## config.mk

```make
export PLATFORM = sky130hd
export DESIGN_NAME = motion_unit_request_handshake
export DESIGN_NICKNAME = d
export VERILOG_FILES = /design/src/logic/motion_job_sequencer.v /design/src/logic/motion_unit_request_handshake.v
export VERILOG_INCLUDE_DIRS = /design/src /design/src/logic
export SDC_FILE = /design/constraint.sdc
export NUM_CORES = 1
export LEC_CHECK = 0
export BUFFER_PORTS_ARGS = -buffer_cell sky130_fd_sc_hd__buf_2
export CAP_MARGIN = 10
export CORE_ASPECT_RATIO = 0.5
export CORE_UTILIZATION = 51
export DETAILED_ROUTE_END_ITERATION = 6
export GPL_TIMING_DRIVEN = 1
export PLACE_DENSITY = 0.91
export SYNTH_ARGS = -nofsm -noshare
export SYNTH_HDL_FRONTEND = slang
export SYNTH_SLANG_ARGS = --single-unit
```

## constraint.sdc

```tcl
create_clock -name clk -period 4.09 [get_ports clk]
set_input_delay 0.409 -clock clk [delete_from_list [all_inputs] [get_ports clk]]
set_output_delay 0.409 -clock clk [all_outputs]
set_load 0.05 [all_outputs]
```

## src/logic/motion_request_defines.vh

```
/*
  constants for the motion unit request handshake block:
  bit positions of the request and flag words, timing figures, limits.
  assumes a 100 MHz clock; included by bare name.
*/
`ifndef MOTION_REQUEST_DEFINES_VH
`define MOTION_REQUEST_DEFINES_VH

// ****************************************
// request word bit positions
// ****************************************
`define REQ_WORD_W 16
`define REQ_SYSTEM_STOP 0
`define REQ_PACKET_CAPTURE 1
`define REQ_FLASH_STORE 3
`define REQ_GROUP_CHANGE 5
`define REQ_TABLE_REBUILD 7

// ****************************************
// flag word bit positions
// ****************************************
`define FLAG_PACKET_CAPTURE_ACTIVE 1
`define FLAG_FLASH_STORE_BUSY 3
`define FLAG_GROUP_CHANGE_DONE 5
`define FLAG_TABLE_REBUILD_DONE 7

// ****************************************
// timing and limits
// ****************************************
`define CLK_PERIOD_NS 10
`define STOP_DECEL_TIME_NS 1000000
`define STOP_DECEL_CYCLES (`STOP_DECEL_TIME_NS / `CLK_PERIOD_NS)
`define CAPTURE_MAX_BYTES 6291456
`define CAPTURE_MAX_PACKETS 3904
`define STORE_RESULT_OK 16'h0000
`define STORE_RESULT_FAIL 16'h0001
`define STORE_RESULT_ADDR 9'h11b
`define ZERO_WORD 16'h0000

`endif

```

## src/logic/motion_job_sequencer.v

```verilog
/*
  motion_job_sequencer: one request/done sequencer for a long internal job.
  starts a job on a request rise, waits for job_done, then shows done until
  the next request rise. assumes job_done is a one-cycle pulse from the engine.
*/
`timescale 1ns/1ns

module motion_job_sequencer
(
  input wire clk,
  input wire rst,
  input wire request,
  input wire job_done,
  output reg job_start_q,
  output reg busy_q,
  output reg done_q
);

  localparam IDLE = 3'b001;
  localparam RUN = 3'b010;
  localparam HOLD = 3'b100;

  reg [2:0] state_q;
  reg req_prev_q;

  always @(posedge clk)
  begin
    if (rst)
    begin
      state_q <= IDLE;
      req_prev_q <= 1'b0;
      job_start_q <= 1'b0;
      busy_q <= 1'b0;
      done_q <= 1'b0;
    end
    else
    begin
      req_prev_q <= request;
      job_start_q <= 1'b0;
      case (state_q)
        IDLE:
        begin
          if (request && !req_prev_q)
          begin
            // new request drops any old done first
            state_q <= RUN;
            job_start_q <= 1'b1;
            busy_q <= 1'b1;
            done_q <= 1'b0;
          end
        end
        RUN:
        begin
          if (job_done)
          begin
            state_q <= HOLD;
            busy_q <= 1'b0;
            done_q <= 1'b1;
          end
        end
        HOLD:
        begin
          if (!request)
          begin
            state_q <= IDLE;
          end
        end
        default:
        begin
          state_q <= IDLE;
          busy_q <= 1'b0;
          done_q <= 1'b0;
        end
      endcase
    end
  end

endmodule // motion_job_sequencer

```

## src/logic/motion_unit_request_handshake.v

```verilog
/*
  motion_unit_request_handshake: takes the host request word and answers
  through the flag word; drives axis halt and packet capture outputs, and start/done
  handshakes with internal engines (flash store, group apply, table rebuild).
  assumes the request word is already mapped from base word by the host side.
*/
`timescale 1ns/1ns
`include "motion_request_defines.vh"

module motion_unit_request_handshake
#(
  parameter NUM_AXES = 16,
  parameter STOP_DECEL_CYCLES = `STOP_DECEL_CYCLES,
  parameter CAPTURE_MAX_BYTES = `CAPTURE_MAX_BYTES,
  parameter CAPTURE_MAX_PACKETS = `CAPTURE_MAX_PACKETS
)
(
  input wire clk,
  input wire rst,
  input wire [`REQ_WORD_W-1:0] request_output_word,
  input wire capture_enable,
  input wire [NUM_AXES-1:0] axis_start_req,
  input wire packet_valid,
  input wire [15:0] packet_bytes,
  input wire flash_copy_done,
  input wire flash_copy_ok,
  input wire group_apply_done,
  input wire table_rebuild_finished,
  input wire [15:0] rebuild_start_table,
  output reg [`REQ_WORD_W-1:0] flag_word_q,
  output reg [NUM_AXES-1:0] axis_start_grant_q,
  output reg [NUM_AXES-1:0] axis_halt_q,
  output reg [31:0] axis_decel_cycles_q,
  output reg card_write_valid_q,
  output reg [15:0] card_write_bytes_q,
  output reg flash_copy_start_q,
  output reg [15:0] store_result_word_q,
  output reg [8:0] store_result_addr_q,
  output reg store_result_write_q,
  output reg group_apply_start_q,
  output reg table_rebuild_start_q,
  output reg [15:0] rebuild_start_table_q,
  output reg table_exec_enable_q
);

  // ****************************************
  // request decode
  // ****************************************
  // only defined positions are picked; others never read
  wire stop_req = request_output_word[`REQ_SYSTEM_STOP];
  wire capture_req = request_output_word[`REQ_PACKET_CAPTURE];
  wire store_req = request_output_word[`REQ_FLASH_STORE];
  wire group_req = request_output_word[`REQ_GROUP_CHANGE];
  wire rebuild_req = request_output_word[`REQ_TABLE_REBUILD];

  reg capture_req_prev_q;
  reg capture_active_q;
  reg [31:0] capture_byte_cnt_q;
  reg [15:0] capture_pkt_cnt_q;
  reg store_waiting_q;

  wire flash_start;
  wire flash_busy;
  wire group_start;
  wire group_done;
  wire rebuild_start;
  wire rebuild_done;

  // ****************************************
  // job sequencers
  // ****************************************
  motion_job_sequencer store_seq
  (
    .clk(clk),
    .rst(rst),
    .request(store_req),
    .job_done(flash_copy_done),
    .job_start_q(flash_start),
    .busy_q(flash_busy),
    .done_q()
  );

  motion_job_sequencer group_seq
  (
    .clk(clk),
    .rst(rst),
    .request(group_req),
    .job_done(group_apply_done),
    .job_start_q(group_start),
    .busy_q(),
    .done_q(group_done)
  );

  motion_job_sequencer rebuild_seq
  (
    .clk(clk),
    .rst(rst),
    .request(rebuild_req),
    .job_done(table_rebuild_finished),
    .job_start_q(rebuild_start),
    .busy_q(),
    .done_q(rebuild_done)
  );

  // ****************************************
  // axis stop and start gating
  // ****************************************
  genvar ax;
  generate
    for (ax = 0; ax < NUM_AXES; ax = ax + 1)
    begin : axis_gate
      always @(posedge clk)
      begin
        if (rst)
        begin
          axis_halt_q[ax] <= 1'b0;
          axis_start_grant_q[ax] <= 1'b0;
        end
        else
        begin
          axis_halt_q[ax] <= stop_req;
          axis_start_grant_q[ax] <= axis_start_req[ax] & ~stop_req;
        end
      end
    end
  endgenerate

  // ****************************************
  // packet capture
  // ****************************************
  wire [31:0] bytes_next = capture_byte_cnt_q + {16'h0000, packet_bytes};
  wire capture_limit = (bytes_next >= CAPTURE_MAX_BYTES)
                       || ({16'h0000, capture_pkt_cnt_q} + 32'h0000_0001 >= CAPTURE_MAX_PACKETS);

  always @(posedge clk)
  begin
    if (rst)
    begin
      capture_req_prev_q <= 1'b0;
      capture_active_q <= 1'b0;
      capture_byte_cnt_q <= 32'h0000_0000;
      capture_pkt_cnt_q <= 16'h0000;
      card_write_valid_q <= 1'b0;
      card_write_bytes_q <= 16'h0000;
    end
    else
    begin
      capture_req_prev_q <= capture_req;
      card_write_valid_q <= 1'b0;
      if (!capture_active_q)
      begin
        if (capture_req && !capture_req_prev_q && capture_enable)
        begin
          capture_active_q <= 1'b1;
          capture_byte_cnt_q <= 32'h0000_0000;
          capture_pkt_cnt_q <= 16'h0000;
        end
      end
      else if (!capture_req)
      begin
        capture_active_q <= 1'b0;
      end
      else if (packet_valid)
      begin
        card_write_valid_q <= 1'b1;
        card_write_bytes_q <= packet_bytes;
        capture_byte_cnt_q <= bytes_next;
        capture_pkt_cnt_q <= capture_pkt_cnt_q + 16'h0001;
        if (capture_limit)
        begin
          capture_active_q <= 1'b0;
        end
      end
    end
  end

  // ****************************************
  // flash store result and engine starts
  // ****************************************
  always @(posedge clk)
  begin
    if (rst)
    begin
      store_waiting_q <= 1'b0;
      flash_copy_start_q <= 1'b0;
      store_result_word_q <= `ZERO_WORD;
      store_result_addr_q <= 9'h000;
      store_result_write_q <= 1'b0;
      group_apply_start_q <= 1'b0;
      table_rebuild_start_q <= 1'b0;
      rebuild_start_table_q <= 16'h0000;
      table_exec_enable_q <= 1'b0;
    end
    else
    begin
      flash_copy_start_q <= flash_start;
      group_apply_start_q <= group_start;
      table_rebuild_start_q <= rebuild_start;
      store_result_write_q <= 1'b0;
      store_result_addr_q <= `STORE_RESULT_ADDR;
      if (flash_start)
      begin
        store_waiting_q <= 1'b1;
      end
      else if (store_waiting_q && flash_copy_done)
      begin
        store_waiting_q <= 1'b0;
        store_result_write_q <= 1'b1;
        store_result_word_q <= flash_copy_ok ? `STORE_RESULT_OK : `STORE_RESULT_FAIL;
      end
      if (rebuild_start)
      begin
        rebuild_start_table_q <= rebuild_start_table;
        table_exec_enable_q <= 1'b0;
      end
      else if (rebuild_done)
      begin
        table_exec_enable_q <= 1'b1;
      end
    end
  end

  // ****************************************
  // flag word and decel setting
  // ****************************************
  always @(posedge clk)
  begin
    if (rst)
    begin
      flag_word_q <= `ZERO_WORD;
      axis_decel_cycles_q <= 32'h0000_0000;
    end
    else
    begin
      axis_decel_cycles_q <= STOP_DECEL_CYCLES;
      flag_word_q <= `ZERO_WORD;
      flag_word_q[`FLAG_PACKET_CAPTURE_ACTIVE] <= capture_active_q;
      flag_word_q[`FLAG_FLASH_STORE_BUSY] <= flash_busy;
      flag_word_q[`FLAG_GROUP_CHANGE_DONE] <= group_done;
      flag_word_q[`FLAG_TABLE_REBUILD_DONE] <= rebuild_done;
    end
  end

endmodule // motion_unit_request_handshake

```

# Yosys cells after proc, flatten, opt, wreduce, memory -nomap -nowiden
# Cells that the tools add are included.
# word_totals
ff_bits	197
input_bits	72
out_inout_bits	143
# op_classes
add_sub_neg	3
magnitude_cmp	2
n_eq_ne	20
muxes	44
bitwise_logic	26
n_reduce_logical	28
# op_table
cell	n
$mux 32	4
$mux 16	4
$add 32x16->32	1
$ge 32x23->1 const B	1
$mux 3	9
$pmux 3 s3	3
$reduce_and 3->1	8
$mux 1	19
$add 16x1->17 const B	1
$ge 17x12->1 const B	1
$mux 17	1
$add 16x1->16 const B	1
$and 1x1->1	16
$ne 2x2->1 const B	8
$not 1->1	10
$reduce_or 2->1	5
$eq 3x1->1 const B	3
$eq 3x2->1 const B	3
$eq 3x3->1 const B	3
$mux 9	1
$pmux 1 s3	3
$logic_and 1x1->1	6
$ne 2x1->1 const B	3
$logic_not 1->1	4
other kinds (4)	5

# Longest topological paths before layout
# Gate-level depths: netlist of the first run.
# logic_depth
depth_word	7
depth_mapped	10

# By module
# From an unflattened synthesis of the first run, not the netlist that was laid out.
# unflattened
cells_unflattened	819
area_unflattened_um2	6926.6
# by_module_without_submodules
module	n_inst	cells_each	area_each_um2
motion_unit_request_handshake	1	711	5935.7
motion_job_sequencer	3	36	330.3

# Worst setup path before layout of the first run
# OpenSTA, ideal clock, no wires.
# synth_path
path_kind	input to register
from	input packet_bytes[0]
to	register capture_active_q
setup_time_ns	0.096
arrival_ns	2.909
required_time_ns	3.994
setup_slack_ns	1.085
path_stages	10
path_cell_list	ha_1 fa_1 a21oi_1 o221ai_1 o21ai_2 and2_4 nor4_1 a2111o_1 or4_4 o41ai_2
# synth_via
elab_chain_cells	7
# synth_rtl
item	line	text
start, declared	motion_unit_request_handshake.v:24	input wire [15:0] packet_bytes,
$add 32x16->32	motion_unit_request_handshake.v:131	wire [31:0] bytes_next = capture_byte_cnt_q + {16'h0000, packet_bytes};
$ge 32x23->1	motion_unit_request_handshake.v:132	wire capture_limit = (bytes_next >= CAPTURE_MAX_BYTES)
$logic_or 1x1->1	motion_unit_request_handshake.v:133	|| ({16'h0000, capture_pkt_cnt_q} + 32'h0000_0001 >= CAPTURE_MAX_PACKETS);
$mux 1	motion_unit_request_handshake.v:169	if (capture_limit)
$mux 1	motion_unit_request_handshake.v:163	else if (packet_valid)
$mux 1	motion_unit_request_handshake.v:159	else if (!capture_req)
$mux 1	motion_unit_request_handshake.v:150	if (!capture_active_q)
end signal, assigned	motion_unit_request_handshake.v:154	capture_active_q <= 1'b1;
end signal, assigned	motion_unit_request_handshake.v:161	capture_active_q <= 1'b0;
end signal, assigned	motion_unit_request_handshake.v:171	capture_active_q <= 1'b0;
end, declared	motion_unit_request_handshake.v:57	reg capture_active_q;
# No other way between the ends.
# A chain may end at the register's enable or synchronous reset.

# Final worst setup path of the first run
# layout_path
from	register capture_byte_cnt_q[0]
to	register capture_active_q
# layout_via
elab_chain_cells	7
# layout_rtl
item	line	text
start, declared	motion_unit_request_handshake.v:58	reg [31:0] capture_byte_cnt_q;
start signal, assigned	motion_unit_request_handshake.v:167	capture_byte_cnt_q <= bytes_next;
$add 32x16->32	motion_unit_request_handshake.v:131	
$ge 32x23->1	motion_unit_request_handshake.v:132	
$logic_or 1x1->1	motion_unit_request_handshake.v:133	
$mux 1	motion_unit_request_handshake.v:169	
$mux 1	motion_unit_request_handshake.v:163	
$mux 1	motion_unit_request_handshake.v:159	
$mux 1	motion_unit_request_handshake.v:150	
# No other way between the ends.

==> impl_metrics.tcl, run 1 <==
set metrics [dict create \
    startpoint_type "register" \
    totalWireLength_mm 15.04 \
    clockBufferDepth 2 \
    drtPass1Iterations 7 \
    design.core.area_mm2 0.01274 \
    cts_tree "built" \
    cp-end-kind "register" \
    rsz0062_at_grt "no" \
    drtIter0Drc 412 \
    layout.nets 1001 \
    ant_nets 0 \
    grt_max_degree 51 \
    worstSetupPathType "register to register" \
    grt_pass1_vias 5300 \
    avgSynthCellArea_um2 8.349 \
    grt_pass1_wl_mm 24.32 \
    grtUsageTotal_pct 22.14 \
    cts-resized-gates 0 \
    cts_root_buf "clkbuf_16" \
    port_buffers 146 \
    cap_viol_max_count 0 \
    drv_slew 0 \
    timing.final.crit_share_pct 80.53 \
    die_w_um 163.9 \
    cts_sinks 130 \
    finalSetupViolations 0 \
    path_clk_slew_ns 0.06 \
    ys_types 70 \
    yosysWarnings 0 \
    min_period_ns 3.294 \
    synth_enable_flop_cells 0 \
    cts_buffers 17 \
    die_y_um 82.97 \
    hold_class "primary input to register" \
    overflow 0 \
    fin_setup_tns_ns 0 \
    drc 4 \
    clk_latency_ns 0.41 \
    fp-row-count 29 \
    timing.critical_path.cells "ha_1, fa_1, a21oi_1, o221ai_1, o21ai_2, and2_4, nor4_1, a2111o_1, or4_4, o41ai_2" \
    vias_per_cell 5.445 \
    ir_drop_uv 276.7 \
    syn_area_mm2 0.006688 \
    cts_hold_buf 0 \
    required_ns 4.39 \
    cellPowerDensity_mw_per_mm2 432.0 \
    seq_area_frac_synth_pct 38.91 \
    initial_core_util_pct 52.51 \
    hold_viol_final 0 \
    cts_setup_buffers 0 \
    fin_skew_ns 0.006509 \
    violations "DRC" \
    status "finished with violations" \
    worst_slew_margin_rel_pct 33.69 \
    final_area_mm2 0.007720 \
    max_freq_ghz 0.3036 \
    cts_max_level 4 \
    hold_depth 2 \
    syn2layout_area_growth_pct 15.43 \
    tightest_slew_ns 0.9932 \
    crit_path_max_fanout 4 \
    num_io_pins 215 \
    die_area_mm2 0.01360 \
    cp.arrival_ns 3.60 \
    gp_congestion 0.9201 \
    syn_inst 801 \
    r2r_cells 10 \
    num_vias 5957 \
    async_reset_ff_share_pct 0 \
    drive_above_1_share_pct 21.34 \
    ys.flop_type "dfxtp_1" \
    dpl.hpwl_mm 10.16 \
    leakagePower_nw 3.317 \
    antenna_found_initial 0 \
    fill_cells 1036 \
    crit_path_max_incr_delay_ns 0.51 \
    cp_slowest_cell "or4_4" \
    placed_area_mm2 0.007109 \
    ys_ff_latch 130 \
    avgRoutedWirePerCell_um 13.75 \
]
[cell usage after synthesis (12+ instances only)]
cell      number  share of area [%]
and2_1        22                2.1
nand2_1       69                3.9
inv_1         12               0.67
o21ai_0       32                2.4
clkbuf_1      26                1.5
nor2_1        99                5.6
dfxtp_1      130                 39
mux2i_1       17                2.5
buf_4         82                9.2
ha_1          18                3.4
a22oi_1       17                1.9
xnor2_1       12                1.6
nor2b_1       17                1.6
nor3_1        20                1.5
a21oi_1       59                4.4
nand3_1       23                1.7
[stage by stage]
stage	util (%)	hold WS [ns]	worst slack (ns)	std cells	power, mW
2_1_floorplan	-	0.4138	1.085	857	1.759
3_3_place_gp	55.82	0.4284	0.7159	1061	1.785
3_5_place_dp	55.82	0.4306	0.6522	1061	1.795
4_1_cts	60.60	0.1619	0.8263	1093	3.360
5_1_grt	60.60	0.1677	0.6759	1093	3.452
6_report	60.61	0.1735	0.7964	1094	3.335
[metal layers]
layer | track usage, % | wire length, µm
met4 | 8.923 | 294
met3 | 5.495 | 1109
met5 | 0 | 0
met1 | 27.65 | 6574
met2 | 36.52 | 7067
[cell usage in the layout (no fill, tap or decap), types with 6 or more instances in the layout]
cell type | Yosys | layout
a22oi_1 | 17 | 17
nor2_1 | 99 | 99
mux2i_1 | 17 | 17
nor3_1 | 20 | 20
a31oi_1 | 6 | 6
buf_2 | 5 | 146
and2_1 | 22 | 22
a21oi_1 | 59 | 59
or3_1 | 6 | 6
o21a_1 | 8 | 8
nor3b_1 | 6 | 6
nor2b_1 | 17 | 17
o21ai_0 | 32 | 32
and3_1 | 7 | 7
inv_1 | 12 | 12
dfxtp_1 | 130 | 130
xnor2_1 | 12 | 12
nor4_1 | 8 | 8
ha_1 | 18 | 18
nand3_1 | 23 | 23
clkbuf_16 | 0 | 17
a211oi_1 | 8 | 8
xor2_1 | 9 | 9
conb_1 | 1 | 57
a21o_1 | 7 | 7
nand2_1 | 69 | 68
nand4_1 | 8 | 8
[where the power goes]
part / switching, mW / internal [mW] / leakage [nW]
logic: 0.349 / 0.0999 / 1.97
clock network: 0.598 / 0.967 / 0.287
registers: 0.0229 / 1.30 / 1.06
[sequential cells by signal (all words and copies together), names as in the netlist, 3 cells and up]
name,cells
axis_start_grant_q,16
capture_byte_cnt_q,32
capture_pkt_cnt_q,16
card_write_bytes_q,16
flag_word_q,4
group_seq.state_q,3
rebuild_seq.state_q,3
rebuild_start_table_q,16
store_seq.state_q,3
[kinds of logic (layout without fill, tap and decap cells)]
logic type	Yosys count	count (layout)	synth area share (%)
simple gates	306	306	22.17
mux	19	19	2.881
flops	130	130	38.91
xor+xnor	21	21	2.750
buf+inv	128	194	12.10
other cells	1	58	0.05607
compound gates	177	177	17.46
fa+ha+maj	19	19	3.667
[path summary, 6_finish.rpt]
path              slack, ns                                from                                  end
setup reg to reg       0.80  capture_byte_cnt_q[0]$_SDFFE_PP0P_          capture_active_q$_SDFF_PP0_
hold reg to reg        0.44    group_seq.job_start_q$_SDFF_PP0_       group_apply_start_q$_SDFF_PP0_
setup / recovery       0.80  capture_byte_cnt_q[0]$_SDFFE_PP0P_          capture_active_q$_SDFF_PP0_
hold / removal         0.17                       flash_copy_ok  store_result_word_q[0]$_SDFFE_PP0P_
[layout make-up]
| class | count | area (µm²) | area share (%) |
|---|---|---|---|
| Multi-Input combinational cell | 599 | 3488 | 45.19 |
| Tap cell | 170 | 212.7 | 2.755 |
| Clock inverter | 14 | 178.9 | 2.318 |
| Clock buffer | 18 | 429.2 | 5.559 |
| Antenna cell | 1 | 2.502 | 0.03241 |
| Timing Repair Buffer | 150 | 760.7 | 9.854 |
| Sequential cell | 130 | 2603 | 33.71 |
| Inverter | 12 | 45.04 | 0.5835 |
[worst max-delay path, delay by kind of cell (launching register included)]
kind | cells | cell delay (ns)
AO/OA/AOI/OAI | 5 | 1.46
adder cells (fa/ha/maj) | 2 | 0.63
flip-flops | 1 | 0.32
AND/OR/NAND/NOR | 3 | 0.77
(Power assumes the default switching activity.)
==> run 2: changes to the inputs <==
- clock period: 4.09 -> 3.45 ns (I/O delays scaled with it)
==> impl_metrics.tcl, run 2 (synthesis results as in run 1) <==
set metrics [dict create \
    cts_root_buf "clkbuf_16" \
    initial_core_util_pct 52.51 \
    die_w_um 163.9 \
    violations "DRC" \
    layout.nets 1004 \
    timing.final.crit_share_pct 97.99 \
    cts_setup_buffers 0 \
    antenna_found_initial 0 \
    die_y_um 82.97 \
    crit_path_max_fanout 4 \
    syn2layout_area_growth_pct 15.70 \
    grt_pass1_vias 5510 \
    worst_slew_margin_rel_pct 34.75 \
    tightest_slew_ns 0.9775 \
    leakagePower_nw 3.332 \
    final_area_mm2 0.007737 \
    largest_reg_flops 32 \
    totalWireLength_mm 15.70 \
    grtUsageTotal_pct 23.50 \
    avgRoutedWirePerCell_um 14.33 \
    drc 2 \
    cp-end-kind "register" \
    hold_viol_final 0 \
    startpoint_type "register" \
    dpl.hpwl_mm 10.54 \
    drtIter0Drc 455 \
    vias_per_cell 5.487 \
    worstSetupPathType "register to register" \
    clockBufferDepth 2 \
    rsz0062_at_grt "no" \
    fp-row-count 29 \
    fin_skew_ns 0.006733 \
    required_ns 3.74 \
    cts_sinks 130 \
    grt_pass1_wl_mm 25.76 \
    cts_buffers 17 \
    antenna_cells 0 \
    drv_slew 0 \
    finalSetupViolations 0 \
    die_area_mm2 0.01360 \
    min_period_ns 3.381 \
    design.core.area_mm2 0.01274 \
    final_common_cell "buf_2" \
    fin_setup_tns_ns 0 \
    grt_max_degree 58 \
    cellPowerDensity_mw_per_mm2 509.8 \
    cp.arrival_ns 3.67 \
    placed_area_mm2 0.007129 \
    num_io_pins 215 \
    port_buffers 146 \
    cts_tree "built" \
    top_register "capture_byte_cnt_q" \
    status "finished with violations" \
    clk_latency_ns 0.41 \
    ant_nets 0 \
    path_clk_slew_ns 0.06 \
    cap_viol_max_count 0 \
    ir_drop_uv 289.2 \
    gp_congestion 0.9369 \
    drive_above_1_share_pct 21.60 \
    drtPass1Iterations 7 \
    max_freq_ghz 0.2958 \
    num_vias 6014 \
    cts_max_level 4 \
    hold_class "primary input to register" \
    overflow 0 \
    final_cell_mix "buf_2 (146), dfxtp_1 (130), nor2_1 (99)" \
]
-- run 2: what timing repair did --
item / CTS / global route
endpoints found under the hold margin: 0 / 0
resized for setup: 0 / 1
setup endpoints to repair: 0 / 1
hold buffers: 0 / 0
-- run 2: power breakdown --
part | switching [mW] | internal [mW]
Clock | 0.688 | 1.16
Combinational | 0.415 | 0.120
Sequential | 0.0271 | 1.54
-- run 2: critical path: stages, from the launching register on --
cell and delay, ns:
dfxtp_1 0.31, ha_1 0.21, fa_1 0.43, a21oi_1 0.23, o221ai_1 0.25, o21ai_2 0.23, and2_4 0.22, nor4_1 0.06
a2111o_1 0.39, or4_4 0.52, o41ai_2 0.42
-- run 2: cell type report --
cell class	instances	area (µm²)
Tap cell	170	212.7
Clock buffer	19	442.9
Timing Repair Buffer	153	783.3
Inverter	12	45.04
Clock inverter	13	158.9
Fill cell	1059	4999
Multi-Input combinational cell	599	3492
Sequential cell	130	2603
-- run 2: final timing paths --
check                                          start                             endpoint  slack, ns  cells past startpoint
setup / recovery  capture_byte_cnt_q[0]$_SDFFE_PP0P_          capture_active_q$_SDFF_PP0_       0.07                     10
hold / removal                         flash_copy_ok  store_result_word_q[0]$_SDFFE_PP0P_       0.12                      2
setup reg to reg  capture_byte_cnt_q[0]$_SDFFE_PP0P_          capture_active_q$_SDFF_PP0_       0.07                     10
hold reg to reg     group_seq.job_start_q$_SDFF_PP0_       group_apply_start_q$_SDFF_PP0_       0.43                      1
-- run 2: stage by stage --
step                      power, mW  setup slack [ns]  hold WS [ns]  utilization [%]  cells
after global placement        2.118            0.1748        0.4245            55.98   1064
after floorplan               2.085            0.5093        0.4138                -    857
after CTS                     3.962            0.1367        0.1178            60.70   1096
after detailed placement      2.129           0.08496        0.4247            55.98   1064
after global routing          4.079           0.01058        0.1228            60.75   1096
final                         3.945           0.06928        0.1197            60.75   1096
-- run 2: per-layer routing --
metal  vias up  global-route usage (%)  part of all wire [%]
met5         -                       0                     0
met3        56                   5.245                   6.9
met4         0                   10.69                   2.7
li1       2880                       -                     -
met2       298                   39.52                    48
met1      2780                   28.63                    43
